`config.mk`:
```
export PLATFORM = sky130hd
export DESIGN_NAME = osq_top
export DESIGN_NICKNAME = d
export VERILOG_FILES = /design/src/osq_pkg.sv /design/src/osq_sync.sv /design/src/osq_delay_chan.sv /design/src/osq_top.sv
export SDC_FILE = /design/constraint.sdc
export NUM_CORES = 1
export LEC_CHECK = 0
export BUFFER_PORTS_ARGS = -buffer_cell sky130_fd_sc_hd__buf_2
export CAP_MARGIN = 10
export CORE_ASPECT_RATIO = 0.7
export CORE_MARGIN = 4
export CORE_UTILIZATION = 30
export CTS_BUF_LIST = sky130_fd_sc_hd__clkbuf_4
export CTS_CLUSTER_DIAMETER = 40
export CTS_CLUSTER_SIZE = 10
export DETAILED_ROUTE_END_ITERATION = 8
export PLACE_DENSITY = 0.53
export RECOVER_POWER = 25
export SYNTH_ARGS = -nofsm -noshare
export SYNTH_HDL_FRONTEND = slang
export SYNTH_SLANG_ARGS = --single-unit
```
`constraint.sdc`:
```
create_clock -name core_clk -period 2.1 [get_ports core_clk]
set_input_delay 0.21 -clock core_clk [delete_from_list [all_inputs] [get_ports core_clk]]
set_output_delay 0.21 -clock core_clk [all_outputs]
set_load 0.05 [all_outputs]
```
`src/osq_pkg.sv`:
```
// constants, field layout and state types of the output sequencing and setup block
// assumes a 40 MHz core clock and a host on an I2C-compatible two-wire bus
// Operation
// output_a falls after fall-delay code steps
// output_a rises after rise-delay code steps
// output_b falls after its fall-delay steps
// output_b rises after its rise-delay steps
// startup range bit: 0.5 or 1 ms
// shutdown range bit: 0.5 or 1 ms
// output_b push-pull or open-drain, bit 6
// output_b from level, optionally trigger-gated
// output_b level bit, low or high
// output_a push-pull or open-drain, bit 2
// output_a from level, optionally trigger-gated
// output_a level bit, low or high
// shared pin: output_b or clock input
// two pull-down enables, both reset on
// thermal warning threshold 125 or 137 C
// spread spectrum enable, bit 0
// control bits 7 and 3 read zero
// delays count time base, restart on change
// software writes zero to setup bit 7
package osq_pkg;

    // register offsets
    localparam logic [7:0] OFF_A_DLY = 8'h10;
    localparam logic [7:0] OFF_B_DLY = 8'h11;
    localparam logic [7:0] OFF_CTRL  = 8'h12;
    localparam logic [7:0] OFF_SETUP = 8'h13;

    // reset values and the control read-only mask
    localparam logic [7:0] RST_DLY   = 8'h00;
    localparam logic [7:0] RST_CTRL  = 8'h44;
    localparam logic [7:0] RST_SETUP = 8'h1F;
    localparam logic [7:0] CTRL_RO_MASK = 8'h88;

    // delay register fields
    localparam int DLY_FALL_HI = 7;
    localparam int DLY_FALL_LO = 4;
    localparam int DLY_RISE_HI = 3;
    localparam int DLY_RISE_LO = 0;

    // control register fields
    localparam int CTRL_B_TYPE  = 6;
    localparam int CTRL_B_GATE  = 5;
    localparam int CTRL_B_LEVEL = 4;
    localparam int CTRL_A_TYPE  = 2;
    localparam int CTRL_A_GATE  = 1;
    localparam int CTRL_A_LEVEL = 0;

    // setup register fields
    localparam int SET_RISE_LONG  = 6;
    localparam int SET_FALL_LONG  = 5;
    localparam int SET_PIN_FUNC   = 4;
    localparam int SET_SHARED_PD  = 3;
    localparam int SET_TRIG_PD    = 2;
    localparam int SET_THERM_LVL  = 1;
    localparam int SET_SPREAD     = 0;

    // timing
    localparam int CLK_PERIOD_PS  = 25000;
    localparam int STEP_SHORT_US  = 500;
    localparam int HALF_MS_CYCLES = (STEP_SHORT_US * 1000000 + CLK_PERIOD_PS - 1) / CLK_PERIOD_PS;

    // bus address, arbitrary value
    localparam logic [6:0] DEV_ADDR_DEFAULT = 7'h2A;

    typedef enum logic [2:0] {
        OSQ_IDLE,
        OSQ_ADDR,
        OSQ_ADDR_ACK,
        OSQ_WRITE,
        OSQ_WRITE_ACK,
        OSQ_READ,
        OSQ_READ_ACK
    } osq_bus_state_type;

endpackage

```
`src/osq_sync.sv`:
```
// two-flop synchroniser for pin inputs
// assumes inputs are asynchronous to core_clk
`timescale 1ns/1ps
module osq_sync #(
    parameter int W = 1
) (
    // clock and reset
    input  wire logic         core_clk,
    input  wire logic         srst,
    // data
    input  wire logic [W-1:0] async_in,
    output logic      [W-1:0] sync_out
);
    logic [W-1:0] meta_q;
    logic [W-1:0] sync_q;

    always_ff @(posedge core_clk) begin
        if (srst) begin
            meta_q <= '0;
            sync_q <= '0;
        end else begin
            meta_q <= async_in;
            sync_q <= meta_q;
        end
    end

    assign sync_out = sync_q;
endmodule

```
`src/osq_delay_chan.sv`:
```
// one sequenced channel: follows the trigger after a programmed delay
// assumes trig is already synchronised to core_clk
`timescale 1ns/1ps
module osq_delay_chan #(
    parameter int HALF_CYCLES = 20000
) (
    // clock and reset
    input  wire logic       core_clk,
    input  wire logic       srst,
    // trigger and delay setup
    input  wire logic       trig,
    input  wire logic [3:0] rise_code,
    input  wire logic [3:0] fall_code,
    input  wire logic       rise_long,
    input  wire logic       fall_long,
    // delayed trigger
    output logic            seq
);
    localparam int PW = $clog2(HALF_CYCLES + 1);

    logic          prev_q, prev_d;
    logic          seq_q, seq_d;
    logic          pend_q, pend_d;
    logic [4:0]    tgt_q, tgt_d;
    logic [4:0]    step_q, step_d;
    logic [PW-1:0] pre_q, pre_d;
    logic          edge_now;
    logic [4:0]    tgt_now;

    assign edge_now = trig ^ prev_q;

    always_comb begin
        // long range doubles the half-millisecond step count
        if (trig) begin
            tgt_now = rise_long ? {rise_code, 1'b0} : {1'b0, rise_code};
        end else begin
            tgt_now = fall_long ? {fall_code, 1'b0} : {1'b0, fall_code};
        end
        prev_d = trig;
        seq_d  = seq_q;
        pend_d = pend_q;
        tgt_d  = tgt_q;
        step_d = step_q;
        pre_d  = pre_q;
        if (edge_now) begin
            // any change restarts the count
            pre_d  = '0;
            step_d = '0;
            tgt_d  = tgt_now;
            if (tgt_now == 5'h00) begin
                seq_d  = trig;
                pend_d = 1'b0;
            end else begin
                pend_d = 1'b1;
            end
        end else if (pend_q) begin
            if (pre_q == PW'(HALF_CYCLES - 1)) begin
                pre_d  = '0;
                step_d = step_q + 5'h01;
                if (step_q + 5'h01 == tgt_q) begin
                    seq_d  = trig;
                    pend_d = 1'b0;
                end
            end else begin
                pre_d = pre_q + PW'(1);
            end
        end
    end

    always_ff @(posedge core_clk) begin
        if (srst) begin
            prev_q <= 1'b0;
            seq_q  <= 1'b0;
            pend_q <= 1'b0;
            tgt_q  <= 5'h00;
            step_q <= 5'h00;
            pre_q  <= '0;
        end else begin
            prev_q <= prev_d;
            seq_q  <= seq_d;
            pend_q <= pend_d;
            tgt_q  <= tgt_d;
            step_q <= step_d;
            pre_q  <= pre_d;
        end
    end

    assign seq = seq_q;
endmodule

```
`src/osq_top.sv`:
```
// output sequencing and device setup block with its two-wire register port
// assumes open-drain bus wiring and pin pads resolved outside from out/oe pairs
`timescale 1ns/1ps
module osq_top
    import osq_pkg::*;
#(
    parameter int         HALF_MS_CYC = osq_pkg::HALF_MS_CYCLES,
    parameter logic [6:0] DEV_ADDR    = osq_pkg::DEV_ADDR_DEFAULT
) (
    // clock and reset
    input  wire logic core_clk,
    input  wire logic srst,
    // two-wire register port
    input  wire logic scl_in,
    input  wire logic sda_in,
    output logic      sda_out,
    output logic      sda_oe,
    // sequence trigger pin
    input  wire logic seq_trigger_pin,
    // output_a pin
    output logic      output_a_out,
    output logic      output_a_oe,
    // shared pin as output_b
    output logic      output_b_out,
    output logic      output_b_oe,
    // setup levels to the rest of the device
    output logic      external_clock_input_sel,
    output logic      shared_pin_pulldown,
    output logic      trigger_pin_pulldown,
    output logic      thermal_warning_threshold,
    output logic      spread_spectrum_on
);
    import osq_pkg::*;

    // synchronised pins
    logic [2:0] pins_s;
    logic       scl_s;
    logic       sda_s;
    logic       trig_s;

    osq_sync #(
        .W (3)
    ) u_sync (
        .core_clk (core_clk),
        .srst     (srst),
        .async_in ({scl_in, sda_in, seq_trigger_pin}),
        .sync_out (pins_s)
    );

    assign scl_s  = pins_s[2];
    assign sda_s  = pins_s[1];
    assign trig_s = pins_s[0];

    // bus line history and conditions
    logic scl_p_q;
    logic sda_p_q;
    logic bus_start;
    logic bus_stop;
    logic scl_rise;
    logic scl_fall;

    assign bus_start = scl_s & scl_p_q & sda_p_q & ~sda_s;
    assign bus_stop  = scl_s & scl_p_q & ~sda_p_q & sda_s;
    assign scl_rise  = scl_s & ~scl_p_q;
    assign scl_fall  = ~scl_s & scl_p_q;

    // bus engine state
    osq_bus_state_type st_q, st_d;
    logic [3:0] cnt_q, cnt_d;
    logic [7:0] sh_q, sh_d;
    logic [7:0] ptr_q, ptr_d;
    logic       rd_q, rd_d;
    logic       first_q, first_d;
    logic       ack_q, ack_d;
    logic       sda_oe_q, sda_oe_d;
    logic       wr_now;
    logic [7:0] rd_data;

    always_comb begin
        st_d     = st_q;
        cnt_d    = cnt_q;
        sh_d     = sh_q;
        ptr_d    = ptr_q;
        rd_d     = rd_q;
        first_d  = first_q;
        ack_d    = ack_q;
        sda_oe_d = sda_oe_q;
        wr_now   = 1'b0;
        if (bus_stop) begin
            st_d     = OSQ_IDLE;
            sda_oe_d = 1'b0;
        end else if (bus_start) begin
            st_d     = OSQ_ADDR;
            cnt_d    = 4'h0;
            sda_oe_d = 1'b0;
        end else begin
            unique case (st_q)
                OSQ_IDLE: begin
                end
                OSQ_ADDR: begin
                    if (scl_rise) begin
                        sh_d  = {sh_q[6:0], sda_s};
                        cnt_d = cnt_q + 4'h1;
                    end else if (scl_fall && cnt_q == 4'h8) begin
                        if (sh_q[7:1] == DEV_ADDR) begin
                            sda_oe_d = 1'b1;
                            rd_d     = sh_q[0];
                            st_d     = OSQ_ADDR_ACK;
                        end else begin
                            st_d = OSQ_IDLE;
                        end
                    end
                end
                OSQ_ADDR_ACK: begin
                    if (scl_fall) begin
                        cnt_d = 4'h0;
                        if (rd_q) begin
                            sh_d     = rd_data;
                            sda_oe_d = ~rd_data[7];
                            st_d     = OSQ_READ;
                        end else begin
                            sda_oe_d = 1'b0;
                            first_d  = 1'b1;
                            st_d     = OSQ_WRITE;
                        end
                    end
                end
                OSQ_WRITE: begin
                    if (scl_rise) begin
                        sh_d  = {sh_q[6:0], sda_s};
                        cnt_d = cnt_q + 4'h1;
                    end else if (scl_fall && cnt_q == 4'h8) begin
                        sda_oe_d = 1'b1;
                        cnt_d    = 4'h0;
                        st_d     = OSQ_WRITE_ACK;
                        // first byte sets the pointer, later bytes auto-increment
                        if (first_q) begin
                            ptr_d = sh_q;
                        end else begin
                            wr_now = 1'b1;
                            ptr_d  = ptr_q + 8'h01;
                        end
                    end
                end
                OSQ_WRITE_ACK: begin
                    if (scl_fall) begin
                        sda_oe_d = 1'b0;
                        first_d  = 1'b0;
                        st_d     = OSQ_WRITE;
                    end
                end
                OSQ_READ: begin
                    if (scl_rise) begin
                        cnt_d = cnt_q + 4'h1;
                    end else if (scl_fall) begin
                        if (cnt_q == 4'h8) begin
                            sda_oe_d = 1'b0;
                            ptr_d    = ptr_q + 8'h01;
                            st_d     = OSQ_READ_ACK;
                        end else begin
                            sh_d     = {sh_q[6:0], 1'b0};
                            sda_oe_d = ~sh_q[6];
                        end
                    end
                end
                OSQ_READ_ACK: begin
                    if (scl_rise) begin
                        ack_d = ~sda_s;
                    end else if (scl_fall) begin
                        if (ack_q) begin
                            sh_d     = rd_data;
                            sda_oe_d = ~rd_data[7];
                            cnt_d    = 4'h0;
                            st_d     = OSQ_READ;
                        end else begin
                            st_d = OSQ_IDLE;
                        end
                    end
                end
            endcase
        end
    end

    always_ff @(posedge core_clk) begin
        if (srst) begin
            scl_p_q  <= 1'b0;
            sda_p_q  <= 1'b0;
            st_q     <= OSQ_IDLE;
            cnt_q    <= 4'h0;
            sh_q     <= 8'h00;
            ptr_q    <= 8'h00;
            rd_q     <= 1'b0;
            first_q  <= 1'b0;
            ack_q    <= 1'b0;
            sda_oe_q <= 1'b0;
        end else begin
            scl_p_q  <= scl_s;
            sda_p_q  <= sda_s;
            st_q     <= st_d;
            cnt_q    <= cnt_d;
            sh_q     <= sh_d;
            ptr_q    <= ptr_d;
            rd_q     <= rd_d;
            first_q  <= first_d;
            ack_q    <= ack_d;
            sda_oe_q <= sda_oe_d;
        end
    end

    // register file
    logic [7:0] a_dly_q, a_dly_d;
    logic [7:0] b_dly_q, b_dly_d;
    logic [7:0] ctrl_q, ctrl_d;
    logic [7:0] setup_q, setup_d;

    always_comb begin
        a_dly_d = a_dly_q;
        b_dly_d = b_dly_q;
        ctrl_d  = ctrl_q;
        setup_d = setup_q;
        if (wr_now) begin
            unique case (ptr_q)
                OFF_A_DLY: a_dly_d = sh_q;
                OFF_B_DLY: b_dly_d = sh_q;
                OFF_CTRL:  ctrl_d  = sh_q & ~CTRL_RO_MASK;
                OFF_SETUP: setup_d = sh_q;
                default: begin
                end
            endcase
        end
    end

    always_comb begin
        unique case (ptr_q)
            OFF_A_DLY: rd_data = a_dly_q;
            OFF_B_DLY: rd_data = b_dly_q;
            OFF_CTRL:  rd_data = ctrl_q & ~CTRL_RO_MASK;
            OFF_SETUP: rd_data = setup_q;
            default:   rd_data = 8'h00;
        endcase
    end

    // sequenced channels: index 0 is output_a, 1 is output_b
    logic [7:0] dly_sel [2];
    logic [1:0] seq_out;

    assign dly_sel[0] = a_dly_q;
    assign dly_sel[1] = b_dly_q;

    for (genvar g = 0; g < 2; g++) begin : g_chan
        osq_delay_chan #(
            .HALF_CYCLES (HALF_MS_CYC)
        ) u_chan (
            .core_clk  (core_clk),
            .srst      (srst),
            .trig      (trig_s),
            .rise_code (dly_sel[g][DLY_RISE_HI:DLY_RISE_LO]),
            .fall_code (dly_sel[g][DLY_FALL_HI:DLY_FALL_LO]),
            .rise_long (setup_q[SET_RISE_LONG]),
            .fall_long (setup_q[SET_FALL_LONG]),
            .seq       (seq_out[g])
        );
    end

    // pin drive
    logic a_val;
    logic b_val;
    logic a_out_q, a_out_d;
    logic a_oe_q, a_oe_d;
    logic b_out_q, b_out_d;
    logic b_oe_q, b_oe_d;
    logic sda_out_q;

    always_comb begin
        a_val = ctrl_q[CTRL_A_LEVEL] & (~ctrl_q[CTRL_A_GATE] | seq_out[0]);
        b_val = ctrl_q[CTRL_B_LEVEL] & (~ctrl_q[CTRL_B_GATE] | seq_out[1]);
        // open drain only pulls low
        a_out_d = ctrl_q[CTRL_A_TYPE] ? 1'b0 : a_val;
        a_oe_d  = ctrl_q[CTRL_A_TYPE] ? ~a_val : 1'b1;
        if (setup_q[SET_PIN_FUNC]) begin
            b_out_d = 1'b0;
            b_oe_d  = 1'b0;
        end else begin
            b_out_d = ctrl_q[CTRL_B_TYPE] ? 1'b0 : b_val;
            b_oe_d  = ctrl_q[CTRL_B_TYPE] ? ~b_val : 1'b1;
        end
    end

    always_ff @(posedge core_clk) begin
        if (srst) begin
            a_dly_q   <= RST_DLY;
            b_dly_q   <= RST_DLY;
            ctrl_q    <= RST_CTRL;
            setup_q   <= RST_SETUP;
            a_out_q   <= 1'b0;
            a_oe_q    <= 1'b0;
            b_out_q   <= 1'b0;
            b_oe_q    <= 1'b0;
            sda_out_q <= 1'b0;
        end else begin
            a_dly_q   <= a_dly_d;
            b_dly_q   <= b_dly_d;
            ctrl_q    <= ctrl_d;
            setup_q   <= setup_d;
            a_out_q   <= a_out_d;
            a_oe_q    <= a_oe_d;
            b_out_q   <= b_out_d;
            b_oe_q    <= b_oe_d;
            sda_out_q <= 1'b0;
        end
    end

    assign sda_out                   = sda_out_q;
    assign sda_oe                    = sda_oe_q;
    assign output_a_out              = a_out_q;
    assign output_a_oe               = a_oe_q;
    assign output_b_out              = b_out_q;
    assign output_b_oe               = b_oe_q;
    assign external_clock_input_sel  = setup_q[SET_PIN_FUNC];
    assign shared_pin_pulldown       = setup_q[SET_SHARED_PD];
    assign trigger_pin_pulldown      = setup_q[SET_TRIG_PD];
    assign thermal_warning_threshold = setup_q[SET_THERM_LVL];
    assign spread_spectrum_on        = setup_q[SET_SPREAD];
endmodule

```
-- Word-level counts from Yosys, hierarchy flattened
Index checks and enable logic that the tools add are counted.
- bits in registers: 124
- input port bits: 5
- output and inout bits: 11
- word-level logic and storage cells: 249
- $add $sub $neg: 6
- equality and inequality tests: 49
- multiplexer cells: 97
- bitwise operators: 25
- reduce and logical (&&, ||, !) cells: 40
- operators with widths (kind ; count):
    $mux 8 ; 15
    $pmux 8 s4 ; 2
    $mux 1 ; 45
    $mux 3 ; 13
    $ne 3x3->1 const B ; 12
    $reduce_and 12->1 ; 3
    $ne 2x2->1 const B ; 17
    $eq 8x5->1 const B ; 4
    $mux 4 ; 8
    $add 15x1->15 const B ; 2
    $eq 15x15->1 const B ; 2
    $mux 15 ; 2
    $mux 5 ; 6
    $pmux 3 s6 ; 1
    $pmux 4 s4 ; 1
    $pmux 8 s2 ; 1
    $reduce_and 8->1 ; 2
    $reduce_bool 2->1 ; 8
    $not 1->1 ; 13
    $reduce_and 13->1 ; 1
    $reduce_and 2->1 ; 6
    $reduce_and 4->1 ; 3
    $reduce_and 6->1 ; 2
    $reduce_or 2->1 ; 6
    25 further kinds ; 42

-- Longest topological paths before layout
- word-level depth: 9
- depth in mapped cells: 9
- depth with buffers taken out: 8

-- Cells and area by module
A second synthesis with hierarchy kept.
- cell total of the unflattened synthesis: 734
- area total of the unflattened synthesis: 6329.8 um^2
- by module, submodules not included (module ; times used ; cells an instance ; area each (um^2) ; seq. area each (um^2)):
    osq_top ; 1 ; 387 ; 3298.2 ; 1261.2
    osq_delay_chan at g_chan[0].u_chan ; 1 ; 167 ; 1437.6 ; 560.5
    osq_delay_chan at g_chan[1].u_chan ; 1 ; 168 ; 1436.4 ; 560.5
    osq_sync ; 1 ; 12 ; 157.7 ; 120.1

-- Worst setup path after synthesis
OpenSTA, ideal clock, no wires.
- path type: register to register
- start: register g_chan[1].u_chan.pre_q[0]
- end: register g_chan[1].u_chan.seq_q
- library setup time: 72 ps
- arrival: 1934 ps
- required time: 2028 ps
- setup slack: 94 ps
- stages on the path, launching flop included: 8
- path buffers: 0
- clock period less this slack: 2006 ps
- cells stage by stage: dfxtp_1 ha_1 and4bb_2 and4b_1 nand4_1 or4_1 o21ai_0 mux2i_1
- word-level cells in the longest chain between the ends: 3
- RTL lines (what ; RTL line ; text):
    from (decl) ; osq_delay_chan.sv:26 ; logic [PW-1:0] pre_q, pre_d;
    from (signal assigned) ; osq_delay_chan.sv:84 ; pre_q <= pre_d;
    $eq 15x15->1 ; osq_delay_chan.sv:57 ; if (pre_q == PW'(HALF_CYCLES - 1)) begin
    $reduce_bool 2->1 (no source line) ; - ;
    $reduce_and 4->1 (no source line) ; - ;
    to (signal assigned) ; osq_delay_chan.sv:80 ; seq_q <= seq_d;
    to (decl) ; osq_delay_chan.sv:22 ; logic seq_q, seq_d;
No other way between the ends.
A chain may end at the register's enable or synchronous reset.

-- Final worst setup path
- start: register ptr_q[5]
- end: register setup_q[4]
- word-level cells in the longest chain between the ends: 2
- RTL lines (what ; RTL line ; text):
    from (decl) ; osq_top.sv:71 ; logic [7:0] ptr_q, ptr_d;
    from (signal assigned) ; osq_top.sv:202 ; ptr_q <= ptr_d;
    $eq 8x5->1 ; osq_top.sv:222 ; unique case (ptr_q)
    $reduce_and 2->1 (no source line) ; - ;
    to (signal assigned) ; osq_top.sv:304 ; setup_q <= setup_d;
    to (decl) ; osq_top.sv:214 ; logic [7:0] setup_q, setup_d;
No other way between the ends.

==> flow_metrics.tcl <==
set metrics [dict create \
    outcome "completed" \
    antenna_found_initial 1 \
    worstReg2RegEnd "setup_q[4]" \
    gp_congestion 0.828 \
    hold_violations 0 \
    synth_edf_count 0 \
    boundaryPins 16 \
    placed_cells 1047 \
    arrival_ns 2.47 \
    cts_tree "yes" \
    grt.busiest_layer "met1" \
    fp.coreArea_mm2 0.0201 \
    hold-worst-slack_ns 0.0456 \
    htree_levels 4 \
    reg2reg_depth 8 \
    end_kind "register" \
    startpoint "ptr_q[5]" \
    drt-pass1-iter-count 5 \
    start_util_pct 30.9 \
    rsz0062_at_grt "yes" \
    grt_pass1_vias 4873 \
    synthDistinctLibCells 69 \
    r2r-start "ptr_q[5]" \
    fp.dieH_um 129 \
    synth_ff_type "dfxtp_1" \
    syn-cell-area_mm2 0.00623 \
    critPathKind "reg -> reg" \
    powerDensity_mw_per_mm2 600 \
    ys_seq_elements 124 \
    port-buffer-count 14 \
    r2r_slack_ns 0.07 \
    nFillCells 2132 \
    syn-instance-count 756 \
    hpwl_um 11300 \
    fp.dieArea_mm2 0.0232 \
    fin_crit_ns 2.03 \
    max_freq_mhz 493 \
    p_leak_nw 2.53 \
    met2_usage_pct 17.5 \
    syn_to_final_growth_pct 17.5 \
    rows 43 \
    critPathMaxFanout 11 \
    layout_common_cells "dfxtp_1, nor2_1, nand2_1" \
    fin_crit_sh_pct 96.6 \
    maxCapViolations 0 \
    synth-seq-area-share_pct 39.9 \
    start_kind "register" \
    yosysWarnings 0 \
    synth_top_area_share_pct 39.9 \
    maxSlewViolCount 0 \
    synth_area_leader_cell "dfxtp_1" \
    fin_skew_ns 0.0317 \
    min_path_type "in -> reg" \
    clock_latency_ns 0.55 \
    grt_max_degree 70 \
    dr.first_iter.drc_count 414 \
    drt_wl_total_um 16100 \
    num_vias 5451 \
    viasPerCell 5.02 \
    crit_end "setup_q[4]" \
    async_flop_share_pct 0 \
    finalPower_mw 4.39 \
    drive_above_1_share_pct 16.5 \
    layout.cells.non_filler 1085 \
    grt_pass1_wl_um 26700 \
    grt_use_total_pct 14.1 \
    drc_errors 0 \
    fin_nets 816 \
    final_antenna_net_count 0 \
    root_buffer "clkbuf_4" \
    path_clk_slew_ns 0.13 \
    synth_fp_nets 771 \
    synthTopCellsByArea "dfxtp_1, nor2_1, nand2_1, xor2_1, a21oi_1" \
    grt_util_met3_pct 2.97 \
    crit_required_ns 2.54 \
    die-width_um 180 \
    setup_tns_ns 0 \
    wl_per_cell_um 14.8 \
    layout.cells.most_common "dfxtp_1" \
    overflow 0 \
    numCtsBuffers 17 \
    avgSynthCellArea_um2 8.24 \
    grt.met1_usage_pct 23.6 \
    cts_buffer_depth 2 \
    cts.sinks 124 \
    ir_worst_vdd_v 0.000405 \
    final_util_pct 36.4 \
    setup_viol 0 \
]
[cell usage after synthesis (4+ instances only)]
master	count
dfxtp_1	124
nor2_1	94
nand2_1	90
a21oi_1	49
nand3_1	44
xor2_1	31
clkbuf_1	24
mux2i_1	22
o21ai_0	21
xnor2_1	21
nor3_1	19
inv_1	15
nor2b_1	15
buf_2	14
a211oi_1	13
nand2b_1	11
nand4_1	11
a31oi_1	10
ha_1	10
a22o_1	9
a221oi_1	8
and3_1	8
nand3b_1	6
o22ai_1	6
a22oi_1	5
nor3b_1	5
nor4_1	4
o31ai_1	4
or3_1	4
[sequential cells by signal, indices dropped and copies added (netlist names), 4 cells and up]
| name | count |
|---|---|
| cnt_q | 4 |
| g_chan.u_chan.pre_q | 30 |
| g_chan.u_chan.tgt_q | 10 |
| b_dly_q | 8 |
| ctrl_q | 6 |
| setup_q | 8 |
| ptr_q | 8 |
| a_dly_q | 8 |
| g_chan.u_chan.step_q | 10 |
| sh_q | 8 |
[worst max-delay path, cell delays in order, from the launching register on]
cell	delay, ns
dfxtp_1	0.36
nor4b_2	0.34
nand2_1	0.19
nor4_4	0.37
buf_12	0.18
buf_4	0.15
nand2_2	0.13
nand2_1	0.11
nand3b_1	0.08
[logic make-up after synthesis]
family / count (synthesis) / share of synthesized area [%]
AO/OA/AOI/OAI: 150 / 15.9
XOR/XNOR: 52 / 7.31
adder cells (fa/ha/maj): 10 / 2.01
buffers and inverters: 58 / 3.90
flip-flops: 124 / 39.9
multiplexers: 23 / 3.72
other: 1 / 0.0602
AND/OR/NAND/NOR: 338 / 27.2
[what timing repair did]
item,CTS,global route
setup buffers,0,1
pin swaps,0,7
hold endpoints to repair,3,0
gates resized for setup,2,20
cloned,0,1
setup endpoints to repair,5,48
hold buffers,3,0
[final cells by class]
type / instances / area [um^2] / area share (%)
Antenna cell: 1 / 2.50 / 0.0342
Multi-Input combinational cell: 574 / 3570 / 48.8
Tap cell: 270 / 338 / 4.62
Clock buffer: 17 / 128 / 1.74
Clock inverter: 15 / 174 / 2.38
Timing Repair Buffer: 69 / 558 / 7.63
Inverter: 15 / 56.3 / 0.770
Sequential cell: 124 / 2490 / 34.1
[metrics by stage]
step | cell area, um^2 | setup WS [ns]
finish | 7320 | 0.0720
global route | 7320 | -0.0300
detailed placement | 6870 | -0.0326
CTS | 7210 | 0.00653
floorplan | 6230 | 0.0945
global placement | 6870 | 0.0514
[metal layers]
metal	vias to the layer above	part of all wire (%)
met1	2511	57
met4	0	0.80
met5	-	0
met3	12	6.3
met2	147	36
li1	2781	-
[power by group]
group / switching, mW / total, mW / internal, mW
Clock: 1.05 / 1.80 / 0.747
Combinational: 0.118 / 0.194 / 0.0760
Sequential: 0.0238 / 2.40 / 2.37
Total: 1.19 / 4.39 / 3.20
[worst min-delay path by stage]
stage	end	from	depth (start not counted)
6_report	ptr_q[4]	srst	2
5_1_grt	g_chan[1].u_chan.tgt_q[3]	srst	2
4_1_cts	ptr_q[4]	srst	2
3_5_place_dp	u_sync.meta_q[1]	sda_in	2
3_3_place_gp	u_sync.sync_out[1]	u_sync.meta_q[1]	1
2_1_floorplan	u_sync.meta_q[0]	seq_trigger_pin	1
No activity file was read; power rests on OpenSTA's default activity.
